===== config.mk =====
export PLATFORM = sky130hd
export DESIGN_NAME = zsm_monitor_regs
export DESIGN_NICKNAME = d
export VERILOG_FILES = /design/src/design/zsm_pkg.sv /design/src/design/zsm_monitor_regs.sv
export VERILOG_INCLUDE_DIRS = /design/src /design/src/design
export SDC_FILE = /design/constraint.sdc
export NUM_CORES = 1
export LEC_CHECK = 0
export BUFFER_PORTS_ARGS = -buffer_cell sky130_fd_sc_hd__buf_2
export CORE_AREA = 2 2 215 217
export CTS_CLUSTER_DIAMETER = 50
export CTS_CLUSTER_SIZE = 40
export DETAILED_ROUTE_END_ITERATION = 10
export DIE_AREA = 0 0 217 219
export HOLD_SLACK_MARGIN = 0.06
export PLACE_DENSITY_LB_ADDON = 0.12
export SYNTH_ARGS = -nofsm -noshare
export SYNTH_HDL_FRONTEND = slang
export SYNTH_SLANG_ARGS = --single-unit

===== constraint.sdc =====
create_clock -name pclk -period 2.05 [get_ports pclk]
set_input_delay 0.1025 -clock pclk [delete_from_list [all_inputs] [get_ports pclk]]
set_output_delay 0.1025 -clock pclk [all_outputs]
set_load 0.05 [all_outputs]

===== src/design/zsm_defines.svh =====
/*
 Register offsets, reset values and field positions of the zone select and readback
 monitor block. Assumes inclusion by bare name from design files.
*/
`ifndef ZSM_DEFINES_SVH
`define ZSM_DEFINES_SVH

// ----------------------------------------------------------------------------
// register indices (byte address is four times the index)
// ----------------------------------------------------------------------------
`define ZSM_IDX_WHITE_PIXEL_COUNT_1   8'hc5
`define ZSM_IDX_WHITE_PIXEL_COUNT_2   8'hc6
`define ZSM_IDX_ZONE_SELECT_1_TO_4    8'hd1
`define ZSM_IDX_ZONE_SELECT_5_TO_8    8'hd2
`define ZSM_IDX_ZONE_SELECT_9_TO_12   8'hd3
`define ZSM_IDX_ZONE_SELECT_13_TO_16  8'hd4
`define ZSM_IDX_OVERLAY_SHIFT_SELECT  8'heb
`define ZSM_IDX_SERIAL_INPUT_MONITOR  8'hed
`define ZSM_IDX_OVERLAY_ONE_MONITOR   8'hee
`define ZSM_IDX_OVERLAY_TWO_MONITOR   8'hef

// ----------------------------------------------------------------------------
// reset values
// ----------------------------------------------------------------------------
`define ZSM_RST_WHITE_PIXEL_COUNT_1   8'h64
`define ZSM_RST_WHITE_PIXEL_COUNT_2   8'h80
`define ZSM_RST_ZONE_SELECT           8'hff
`define ZSM_RST_OVERLAY_SHIFT_SELECT  8'h00

// ----------------------------------------------------------------------------
// field positions and monitor selector codes
// ----------------------------------------------------------------------------
`define ZSM_FUNC_MSB                  7
`define ZSM_FUNC_LSB                  6
`define ZSM_SEL_OVERLAY_CONTROL       4'h0
`define ZSM_SEL_OVERLAY_ONE_BITMAP    4'h1
`define ZSM_SEL_WIN2_LSBS             4'h5
`define ZSM_SEL_LINE_MEM_2            4'h6

`endif


===== src/design/zsm_pkg.sv =====
/*
 Types of the zone select and readback monitor block.
 Assumes zsm_defines.svh is available for constants.
*/
package zsm_pkg;
   typedef logic [7:0] zsm_byte_type;

   typedef struct packed {
      zsm_byte_type       white_pixel_count_1_r;
      zsm_byte_type       white_pixel_count_2_r;
      zsm_byte_type [3:0] zone_select_r;
      zsm_byte_type       overlay_shift_select_r;
      logic               func_on_r;
      logic               pready_r;
      logic               pslverr_r;
      logic [31:0]        prdata_r;
   } zsm_state_type;
endpackage


===== src/design/zsm_monitor_regs.sv =====
/*
 APB register bank: white pixel counts, zone select, overlay shift select and three
 read-only monitors steered by monitor_selector.
 Assumes monitor sources and monitor_selector come from logic on pclk.
 Assumes a master that holds each request until pready is seen high.
 Assertions sit at the end, grouped by the behaviour they guard.
*/
`timescale 1ns/10ps
`include "zsm_defines.svh"

// Contract
// - four zone-select registers, four 2-bit fields each, lowest zone in bits 1:0
// - first monitor returns serial input byte chosen by monitor selector
// - selector 0000 on second monitor gives overlay control; 0x means function off
// - second monitor reports overlay bitmap 1 control, opacity in bits 7:6
// - third monitor packs window 2 low bits: vstart, vstop, hstart, hstop
// - selector 0110 on third monitor gives overlay 2 line memory length
// - overlay shift select is read/write and resets to 00
module zsm_monitor_regs
   import zsm_pkg::*;
(
   // clock and reset
   input  wire logic             pclk,
   input  wire logic             presetn,
   // apb slave
   input  wire logic             psel,
   input  wire logic             penable,
   input  wire logic             pwrite,
   input  wire logic [11:0]      paddr,
   input  wire logic [31:0]      pwdata,
   input  wire logic [3:0]       pstrb,
   output logic                  pready,
   output logic                  pslverr,
   output logic      [31:0]      prdata,
   // monitor sources
   input  wire logic [3:0]       monitor_selector,
   input  wire zsm_byte_type [15:0] serial_input_bytes,
   input  wire zsm_byte_type [15:0] overlay_one_sources,
   input  wire zsm_byte_type [15:0] overlay_two_sources,
   input  wire logic [1:0]       win2_vstart_lsbs,
   input  wire logic [1:0]       win2_vstop_lsbs,
   input  wire logic [1:0]       win2_hstart_lsbs,
   input  wire logic [1:0]       win2_hstop_lsbs,
   input  wire zsm_byte_type     line_mem_len_2,
   // configuration out
   output zsm_byte_type          white_pixel_count_1,
   output zsm_byte_type          white_pixel_count_2,
   output logic      [31:0]      zone_mode,
   output zsm_byte_type          overlay_shift_select,
   output logic                  overlay_function_on
);

   // ----------------------------------------------------------------------------
   // helpers
   // ----------------------------------------------------------------------------
   function automatic logic addr_hit(input logic [11:0] a, input logic [7:0] idx);
      addr_hit = (a == {2'b00, idx, 2'b00});
   endfunction

   zsm_state_type st_r;
   zsm_state_type st_nxt;
   logic          access;
   logic          wr_en;
   logic          mapped;
   zsm_byte_type  mon_one;
   zsm_byte_type  mon_two;
   zsm_byte_type  rd_byte;
   zsm_byte_type  func_src;

   assign access = psel && penable && !st_r.pready_r;
   assign wr_en  = access && pwrite && pstrb[0];

   // ----------------------------------------------------------------------------
   // monitor multiplexers
   // ----------------------------------------------------------------------------
   always_comb begin
      mon_one = overlay_one_sources[monitor_selector];
      mon_two = overlay_two_sources[monitor_selector];
      if (monitor_selector == `ZSM_SEL_WIN2_LSBS) begin
         mon_two = {win2_vstart_lsbs, win2_vstop_lsbs,
                    win2_hstart_lsbs, win2_hstop_lsbs};
      end else if (monitor_selector == `ZSM_SEL_LINE_MEM_2) begin
         mon_two = line_mem_len_2;
      end
   end

   // overlay control byte is always the selector-0 source, independent of reads
   assign func_src = overlay_one_sources[`ZSM_SEL_OVERLAY_CONTROL];

   // ----------------------------------------------------------------------------
   // read decode
   // ----------------------------------------------------------------------------
   always_comb begin
      rd_byte = 8'h00;
      mapped  = 1'b1;
      if (addr_hit(paddr, `ZSM_IDX_WHITE_PIXEL_COUNT_1)) begin
         rd_byte = st_r.white_pixel_count_1_r;
      end else if (addr_hit(paddr, `ZSM_IDX_WHITE_PIXEL_COUNT_2)) begin
         rd_byte = st_r.white_pixel_count_2_r;
      end else if (addr_hit(paddr, `ZSM_IDX_ZONE_SELECT_1_TO_4)) begin
         rd_byte = st_r.zone_select_r[0];
      end else if (addr_hit(paddr, `ZSM_IDX_ZONE_SELECT_5_TO_8)) begin
         rd_byte = st_r.zone_select_r[1];
      end else if (addr_hit(paddr, `ZSM_IDX_ZONE_SELECT_9_TO_12)) begin
         rd_byte = st_r.zone_select_r[2];
      end else if (addr_hit(paddr, `ZSM_IDX_ZONE_SELECT_13_TO_16)) begin
         rd_byte = st_r.zone_select_r[3];
      end else if (addr_hit(paddr, `ZSM_IDX_OVERLAY_SHIFT_SELECT)) begin
         rd_byte = st_r.overlay_shift_select_r;
      end else if (addr_hit(paddr, `ZSM_IDX_SERIAL_INPUT_MONITOR)) begin
         rd_byte = serial_input_bytes[monitor_selector];
      end else if (addr_hit(paddr, `ZSM_IDX_OVERLAY_ONE_MONITOR)) begin
         rd_byte = mon_one;
      end else if (addr_hit(paddr, `ZSM_IDX_OVERLAY_TWO_MONITOR)) begin
         rd_byte = mon_two;
      end else begin
         mapped = 1'b0;
      end
   end

   // ----------------------------------------------------------------------------
   // next state
   // ----------------------------------------------------------------------------
   always_comb begin
      st_nxt          = st_r;
      st_nxt.pready_r = access;
      st_nxt.pslverr_r = access && !mapped;
      st_nxt.prdata_r = (access && !pwrite) ? {24'h0000_00, rd_byte} : 32'h0000_0000;
      st_nxt.func_on_r = func_src[`ZSM_FUNC_MSB];
      if (wr_en) begin
         // monitors have no storage, so writes to them fall through untouched
         if (addr_hit(paddr, `ZSM_IDX_WHITE_PIXEL_COUNT_1)) begin
            st_nxt.white_pixel_count_1_r = pwdata[7:0];
         end
         if (addr_hit(paddr, `ZSM_IDX_WHITE_PIXEL_COUNT_2)) begin
            st_nxt.white_pixel_count_2_r = pwdata[7:0];
         end
         if (addr_hit(paddr, `ZSM_IDX_ZONE_SELECT_1_TO_4)) begin
            st_nxt.zone_select_r[0] = pwdata[7:0];
         end
         if (addr_hit(paddr, `ZSM_IDX_ZONE_SELECT_5_TO_8)) begin
            st_nxt.zone_select_r[1] = pwdata[7:0];
         end
         if (addr_hit(paddr, `ZSM_IDX_ZONE_SELECT_9_TO_12)) begin
            st_nxt.zone_select_r[2] = pwdata[7:0];
         end
         if (addr_hit(paddr, `ZSM_IDX_ZONE_SELECT_13_TO_16)) begin
            st_nxt.zone_select_r[3] = pwdata[7:0];
         end
         if (addr_hit(paddr, `ZSM_IDX_OVERLAY_SHIFT_SELECT)) begin
            st_nxt.overlay_shift_select_r = pwdata[7:0];
         end
      end
   end

   always_ff @(posedge pclk or negedge presetn) begin
      if (!presetn) begin
         st_r.white_pixel_count_1_r  <= `ZSM_RST_WHITE_PIXEL_COUNT_1;
         st_r.white_pixel_count_2_r  <= `ZSM_RST_WHITE_PIXEL_COUNT_2;
         st_r.zone_select_r          <= {4{`ZSM_RST_ZONE_SELECT}};
         st_r.overlay_shift_select_r <= `ZSM_RST_OVERLAY_SHIFT_SELECT;
         st_r.pready_r               <= 1'b0;
         st_r.pslverr_r              <= 1'b0;
         st_r.prdata_r               <= 32'h0000_0000;
         st_r.func_on_r              <= 1'b0;
      end else begin
         st_r <= st_nxt;
      end
   end

   // ----------------------------------------------------------------------------
   // outputs
   // ----------------------------------------------------------------------------
   assign pready               = st_r.pready_r;
   assign pslverr              = st_r.pslverr_r;
   assign prdata               = st_r.prdata_r;
   assign white_pixel_count_1  = st_r.white_pixel_count_1_r;
   assign white_pixel_count_2  = st_r.white_pixel_count_2_r;
   assign zone_mode            = st_r.zone_select_r;
   assign overlay_shift_select = st_r.overlay_shift_select_r;
   assign overlay_function_on  = st_r.func_on_r;
endmodule


Yosys cells after proc, flatten, opt, wreduce, memory -nomap -nowiden
Cells that the tools add are included.
{ "totals": {"wordCells": 69, "out_inout_bits": 91, "inputBits": 457, "register_bits": 67} }
{ "classes": {"reduce_logical": 16, "n_mux": 29, "order_cmp": 1, "eq_ne": 12} }
{ "ops": {"columns": ["op", "count"], "rows": [
  ["8-bit 2-to-1 mux", 16],
  ["12-bit by 10-bit equality test with 1-bit output, second input constant", 10],
  ["8-bit binary-select mux with 4-bit select", 3],
  ["2-bit AND reduction", 7],
  ["1-bit 2-to-1 mux", 10],
  ["4-bit by 3-bit equality test with 1-bit output, second input constant", 2],
  ["1-bit logical AND", 6],
  ["4-bit by 5-bit < comparator with 1-bit output, second input constant", 1],
  ["1-bit logical NOT", 3]
]} }

Logic depth before layout (Yosys ltp)
Gate-level depths: netlist (run 1).
{ "depth": {"depth_word": 15, "ltp_mapped": 11} }

Worst setup path after synthesis (run 1)
Ideal clock, no wire load.
{ "synth_path": {"path_kind": "input port to flip-flop", "from": "input port monitor_selector[1]", "to": "register st_r (netlist bit prdata[3])", "n_path_buf": 2, "t_arrival_ps": 2015, "path_slack_ps": -93, "cell_stages": 7, "path_cell_list": "buf_2 clkbuf_1 mux4_2 mux4_2 a22o_1 a2111oi_2 o31ai_1"} }
{ "synth_rtl": {"columns": ["item", "line", "text"], "rows": [
  ["from (decl)", "zsm_monitor_regs.sv:36", "input wire logic [3:0] monitor_selector,"],
  ["to (signal assigned)", "zsm_monitor_regs.sv:167", "st_r <= st_nxt;"],
  ["to (decl)", "zsm_monitor_regs.sv:60", "zsm_state_type st_r;"]
]} }

==> flow_summary.json, run 1 <==
{
  "start_util": 0.146,
  "r2r-start": "pready$_DFF_PN0_",
  "slew_violations": 0,
  "die_area_um2": 47500,
  "antenna_found_initial": 13,
  "max_freq_mhz": 505,
  "criticalPathCategory": "input pin to flip-flop",
  "clk_path_buf_depth": 2,
  "pwr_density_cell_nw_per_um2": 410,
  "synth_ff_type": "dfstp_2",
  "grt_pass1_vias": 8250,
  "hp-class": "input pin to flip-flop",
  "seq_area_frac_synth": 0.262,
  "clk_latency_ps": 330,
  "postSynthCellCount": 553,
  "crit_start": "monitor_selector[0]",
  "yosys_register_bits": 67,
  "drt_wl_total_um": 41000,
  "reg2reg_depth": 6,
  "gr-total-overflow": 0,
  "rrSetupSlack_ps": 310,
  "layout-drive-gt1-share": 0.698,
  "p_leak_nw": 5.24,
  "ys_top_cells_by_area": "mux4_2 (34%), dfstp_2 (14%), dfrtp_1 (12%)",
  "drtPass1Iterations": 6,
  "period_share": 0.966,
  "end_kind": "flip-flop",
  "cts_max_level": 3,
  "fin_skew_ps": 5.83,
  "period_minus_slack_ps": 1980,
  "io_pins": 548,
  "die_w_um": 217,
  "clockRootBuffer": "clkbuf_16",
  "cp-start-kind": "input pin",
  "die_h_um": 219,
  "area_growth_pct": 68.1,
  "synth.avg_cell_area_um2": 11.9,
  "fillers": 4961,
  "required_ps": 2260,
  "fin_hold_ws_ps": 91.6,
  "dr.first_iter.drc_count": 332,
  "synth_top_area_frac": 0.336,
  "instances_no_fill": 1756,
  "routed_via_density": 4.25,
  "yosysUniqueCellTypes": 57,
  "grt_pass1_wl_um": 57400,
  "r2r_end": "white_pixel_count_2[4]$_DFFE_PN0P_",
  "hold_viol": 0,
  "dr_total_vias": 7467,
  "track_usage": 0.167,
  "cp_max_fo": 10,
  "io_buffers": 484,
  "netlist_area_um2": 6560,
  "setup_viol": 0,
  "critPathCapture": "prdata[6]$_DFF_PN0_",
  "row_count": 78,
  "synth_edf_count": 0,
  "worst_pin_slew_ps": 613,
  "dp_hpwl_um": 36400,
  "avgRoutedWirePerCell_um": 23.3,
  "async_flop_share": 1.00,
  "relSlewSlack": 0.591,
  "drc_errors": 0,
  "worstPathArrival_ps": 2190,
  "cts_buffers": 9,
  "status": "finished clean",
  "routabilityCongestion": 0.886,
  "max-vdd-ir-drop_mv": 0.275,
  "clock-sinks": 67,
  "nets": 1599,
  "ant_nets": 0,
  "core_um2": 45100,
  "grt_max_degree": 68,
  "place_inst": 1725,
  "yosysTopAreaCell": "mux4_2",
  "clkTransAtPathRegs_ps": 60,
  "yosysWarnings": 0,
  "cts_tree": "yes",
  "cap_violations": 0
}
layout by cell type (no fill, tap or decap), drive strengths merged, types with 3 or more instances in the layout:
cell,synthesis,final
mux2i,19,19
nor3,9,9
conb,1,24
o211ai,4,4
mux2,56,56
nand2b,7,7
dfstp,36,36
mux4,98,98
dfrtp,31,31
o21ai,23,23
a41oi,3,3
a21oi,16,16
o22ai,18,18
a2111oi,3,3
a22oi,3,3
a211oi,3,3
a22o,3,3
and3,4,4
inv,2,3
and2,4,4
a222oi,3,3
o221ai,4,4
nand2,45,45
nand3,18,18
or3,5,5
diode,0,9
buf,52,616
clkbuf,13,12
nor2b,9,9
nor2,26,26
o31ai,3,3
a221oi,5,5
a31oi,7,7
Yosys cell counts, types with 2 or more instances:
| master | instances |
|---|---|
| a21oi_1 | 16 |
| buf_4 | 31 |
| a22oi_1 | 3 |
| o22ai_1 | 18 |
| a31oi_1 | 7 |
| o21ai_1 | 3 |
| a221oi_1 | 5 |
| o21a_1 | 2 |
| o221ai_1 | 4 |
| and3_1 | 4 |
| dfstp_2 | 36 |
| o211ai_1 | 4 |
| nor4_1 | 2 |
| a222oi_1 | 3 |
| nor2_1 | 23 |
| mux2i_1 | 19 |
| nand2_1 | 45 |
| a211oi_1 | 3 |
| and2_1 | 4 |
| buf_6 | 2 |
| mux2_2 | 22 |
| dfrtp_1 | 31 |
| nand2b_1 | 7 |
| nor2_2 | 3 |
| mux2_1 | 34 |
| o31ai_1 | 3 |
| nand3_1 | 18 |
| a41oi_1 | 3 |
| o21ai_0 | 20 |
| clkbuf_1 | 13 |
| buf_2 | 18 |
| mux4_2 | 98 |
| nor3_1 | 9 |
| a2111oi_1 | 2 |
| or3_1 | 5 |
| a22o_1 | 3 |
| o22a_1 | 2 |
| nor2b_1 | 9 |
what timing repair did:
item / 4_1_cts / 5_1_grt
endpoints found under the hold margin: 32 / 0
setup buffers: 0 / 2
setup endpoints to repair: 3 / 8
gates cloned: 0 / 2
resized for setup: 5 / 6
hold buffers: 2 / 0
area by class of cell:
type	instances	area (µm²)	share of cell area
clock inverters	6	88.8	0.00805
diodes	9	22.5	0.00204
flip-flops and latches	67	1720	0.156
clock buffers	10	229	0.0208
repair buffers	620	3640	0.330
well taps	600	751	0.0681
inverters	2	7.51	0.000681
multi-input cells	442	4570	0.415
layer usage:
layer	share of wire	vias to the layer above	track usage
met4	0.022	2	0.0475
met5	0.00027	-	0
met1	0.41	3720	0.202
met3	0.047	41	0.0270
met2	0.52	291	0.305
li1	-	3413	-
worst max-delay path: stages:
cell       delay [ps]
buf_6             140
buf_12            160
buf_12            130
mux4_2            480
mux4_2            530
or3_1             330
a41oi_1           210
o2bb2ai_1         100
cells by family (layout without fill, tap and decap cells):
group | Yosys count | count (layout) | share of synthesized area
other | 1 | 33 | 0.000571
flip-flops | 67 | 67 | 0.262
buffers and inverters | 67 | 638 | 0.0618
multiplexers | 173 | 173 | 0.461
AO/OA/AOI/OAI | 109 | 109 | 0.113
AND/OR/NAND/NOR | 136 | 136 | 0.101
sequential cells by signal, indices dropped and copies added, names as in the netlist:
register and count:
overlay_function_on 1, overlay_shift_select 8, prdata 8, pready 1, pslverr 1, white_pixel_count_1 8
white_pixel_count_2 8, zone_mode 32
stage by stage:
stage	util	total power [mW]	area (µm²)	worst slack, ps	setup TNS [ps]
finish	0.245	4.52	11000	69.0	0
global route	0.244	4.76	11000	-2.71	-2.71
CTS	0.242	4.59	10900	0.787	0
detailed placement	0.234	2.85	10600	-538	-4520
global placement	0.234	2.85	10600	-490	-4510
floorplan	-	2.11	6680	-22.7	-22.7
report_power, final:
| group | total (mW) | leakage, nW | switching [mW] | internal, mW |
|---|---|---|---|---|
| clock | 1.70 | 0.149 | 0.630 | 1.07 |
| combinational | 1.49 | 4.29 | 0.697 | 0.796 |
| sequential | 1.33 | 0.800 | 0.00185 | 1.33 |
| total | 4.52 | 5.24 | 1.33 | 3.19 |
worst min path at each step:
stage,start,end,slack [ps],depth (start not counted)
6_report,penable,pready$_DFF_PN0_,90,3
3_3_place_gp,presetn,white_pixel_count_2[6]$_DFFE_PN0P_,170,2
4_1_cts,penable,pready$_DFF_PN0_,70,3
2_1_floorplan,presetn,overlay_function_on$_DFF_PN0_,-190,0
3_5_place_dp,presetn,overlay_shift_select[5]$_DFFE_PN0P_,170,2
5_1_grt,penable,pready$_DFF_PN0_,100,3
No activity file was read; power rests on OpenSTA's default activity.
==> inputs of run 2 (changes only) <==
--- a/config.mk
+++ b/config.mk
@@ -6,12 +6,13 @@
 export SDC_FILE = /design/constraint.sdc
 export NUM_CORES = 1
 export LEC_CHECK = 0
+export ABC_AREA = 1
 export BUFFER_PORTS_ARGS = -buffer_cell sky130_fd_sc_hd__buf_2
-export CORE_AREA = 2 2 215 217
+export CORE_AREA = 2 2 216 218
 export CTS_CLUSTER_DIAMETER = 50
 export CTS_CLUSTER_SIZE = 40
 export DETAILED_ROUTE_END_ITERATION = 10
-export DIE_AREA = 0 0 217 219
+export DIE_AREA = 0 0 218 220
 export HOLD_SLACK_MARGIN = 0.06
 export PLACE_DENSITY_LB_ADDON = 0.12
 export SYNTH_ARGS = -nofsm -noshare
==> run 2 against run 1 <==
Against the previous run:
- register-to-register slack better by 120 ps
- hold slack better by 73 ps
- area after synthesis increased by 12%
- sequential cell count did not move
- final area rose by 0.33%
- critical path depth up 7
- first-iteration DRC count is 84% higher
- via count is 39% higher
- largest power group is now combinational logic
==> flow_summary.json, run 2 <==
{
  "status": "finished clean",
  "cp-start-kind": "input pin",
  "cts_buffers": 9,
  "die_w_um": 218,
  "clk_latency_ps": 330,
  "hp-class": "input pin to flip-flop",
  "die_area_um2": 48000,
  "dr_total_vias": 10400,
  "placed_area_um2": 10700,
  "clockRootBuffer": "clkbuf_16",
  "worstPathArrival_ps": 2160,
  "relSlewSlack": 0.647,
  "synth_edf_count": 0,
  "cap_violations": 0,
  "die_h_um": 220,
  "worst_pin_slew_ps": 530,
  "cp.buffers_inverters": 5,
  "synth_top_area_frac": 0.227,
  "end_kind": "flip-flop",
  "clk_path_buf_depth": 2,
  "ys_top_cells_by_area": "nand2_1 (23%), dfstp_2 (13%), dfrtp_1 (11%)",
  "required_ps": 2310,
  "synth_ff_type": "dfstp_2",
  "grt_max_degree": 68,
  "routed_via_density": 4.32,
  "dp_slack_ps": -326,
  "io_buffers": 484,
  "yosys_register_bits": 67,
  "ys_top_cells_by_count": "nand2_1 (444), nor2_1 (189), o21ai_0 (148)",
  "final_common_cell": "buf_2",
  "slew_violations": 0,
  "row_count": 79,
  "fin_skew_ps": 4.50,
  "nets": 2239,
  "core_um2": 45900,
  "fin_hold_ws_ps": 165,
  "setup_ws_ps": 147,
  "pwr_density_cell_nw_per_um2": 393,
  "critPathMaxStageDelay_ps": 260,
  "cp_top_family": "simple AND/OR/NAND/NOR gates",
  "yosysWarnings": 0,
  "cp_max_fo": 40,
  "dp_hpwl_um": 41600,
  "cts_tree": "yes",
  "criticalPathCategory": "input pin to flip-flop",
  "rsz0062_at_grt": "false",
  "postSynthCellCount": 1294,
  "start_util": 0.160,
  "synth.avg_cell_area_um2": 5.67,
  "fin_setup_tns_ps": 0,
  "drc_errors": 0,
  "ant_nets": 0,
  "cts_max_level": 3,
  "synthMostInstantiatedCell": "nand2_1",
  "final_util": 0.241,
  "clkTransAtPathRegs_ps": 50,
  "antenna_found_initial": 22,
  "seq_area_frac_synth": 0.235,
  "yosysTopAreaCell": "nand2_1",
  "drtPass1Iterations": 5,
  "max_freq_mhz": 525,
  "cp_common_cell": "nand2_1",
  "cts_setup_buffers": 0,
  "largest_reg_flops": 32,
  "layout-drive-gt1-share": 0.354,
  "io_pins": 548,
  "yosysUniqueCellTypes": 39,
  "routabilityCongestion": 0.849,
  "async_flop_share": 1.00,
  "area_growth_pct": 50.8,
  "crit_chain": "buf_6, inv_6, buf_12, buf_16, buf_4, nor2_1, o221ai_1, nand2_2, nor2_4, nor2_1, nand3_1, nand2_1, nand2_1, nand2_1, a21oi_1",
  "stdcell_area_um2": 11100,
  "netlist_area_um2": 7340,
  "track_usage": 0.200,
  "drt_wl_total_um": 49900,
  "setup_viol": 0,
  "gr-total-overflow": 0,
  "period_share": 0.928,
  "cp_slowest_cell": "o221ai_1",
  "hold_viol": 0,
  "p_leak_nw": 5.91,
  "fillers": 5412,
  "period_minus_slack_ps": 1900,
  "max-vdd-ir-drop_mv": 0.356,
  "clock-sinks": 67,
  "avgRoutedWirePerCell_um": 20.8,
  "mostFrequentLayoutCells": "buf_2 (482), nand2_1 (443), nor2_1 (186)",
  "dr.first_iter.drc_count": 610,
  "grt_pass1_wl_um": 70000,
  "grt_pass1_vias": 10600
}
==> run 2: cell types whose count changed after synthesis, moves of 11 or more <==
cell,delta
buf_4,+11
mux2_1,-34
buf_2,+24
nand2_1,+399
mux4_2,-98
o21ai_0,+128
mux2i_1,-18
inv_1,+66
o22ai_1,-12
nor2_1,+166
mux2_2,-22
o21ai_1,+34
nand3_1,+75
a21oi_1,+43
==> run 2: final cells by class <==
cell class	instances	area [µm²]	share of cell area
Antenna cell	9	22.5	0.00204
Clock buffer	16	262	0.0236
Inverter	81	310	0.0280
Multi-Input combinational cell	1067	4750	0.429
Sequential cell	67	1720	0.156
Tap cell	607	759	0.0686
Timing Repair Buffer	556	3240	0.293
==> run 2: per-layer routing <==
layer | up-vias | GRT usage | share of wire
met1 | 4775 | 0.234 | 0.40
met5 | - | 0 | 0.00074
met4 | 6 | 0.0512 | 0.019
met2 | 396 | 0.370 | 0.51
met3 | 65 | 0.0396 | 0.066
li1 | 5139 | - | -
==> run 2: cells by family (layout without fill, tap and decap cells) <==
kind of cell,count (synthesis),after routing,share of synthesized area
AOI/OAI and AO/OA,284,284,0.210
and+or+nand+nor,758,758,0.421
other,1,33,0.000511
buffers and inverters,183,653,0.133
muxes,1,1,0.00136
DFF,67,67,0.235
==> run 2: path summary, 6_finish.rpt <==
kind,from,depth (start not counted),slack (ps),end
worst max-delay path,monitor_selector[0],15,150,prdata[5]$_DFF_PN0_
worst min-delay path,pwrite,4,160,prdata[6]$_DFF_PN0_
worst max register to register,pready$_DFF_PN0_,6,430,zone_mode[7]$_DFFE_PN1P_
worst min register to register,zone_mode[15]$_DFFE_PN1P_,2,490,zone_mode[15]$_DFFE_PN1P_
max in group asynchronous,presetn,3,1380,white_pixel_count_1[6]$_DFFE_PN1P_
min in group asynchronous,presetn,3,340,white_pixel_count_2[1]$_DFFE_PN0P_
==> run 2: worst min-delay path, cell delays in order <==
cell and delay, ps:
buf_2 90, nor2_1 120, o21ai_0 100, a21oi_1 50
==> run 2: stage by stage <==
stage,std cells,power (mW)
finish,2403,4.35
global route,2400,4.60
CTS,2394,4.40
detailed placement,2374,2.96
global placement,2374,2.96
floorplan,1317,2.13
==> run 2: power breakdown <==
part | total, mW | internal [mW] | switching [mW]
Clock | 1.42 | 0.855 | 0.561
Sequential | 1.33 | 1.33 | 0.00147
Combinational | 1.60 | 0.657 | 0.942
Total | 4.35 | 2.84 | 1.50
==> run 2: timing repair <==
item | CTS | global route
gates resized for setup | 0 | 7
hold buffers | 4 | 0
setup endpoints to repair | 0 | 4
endpoints found under the hold margin | 33 | 0
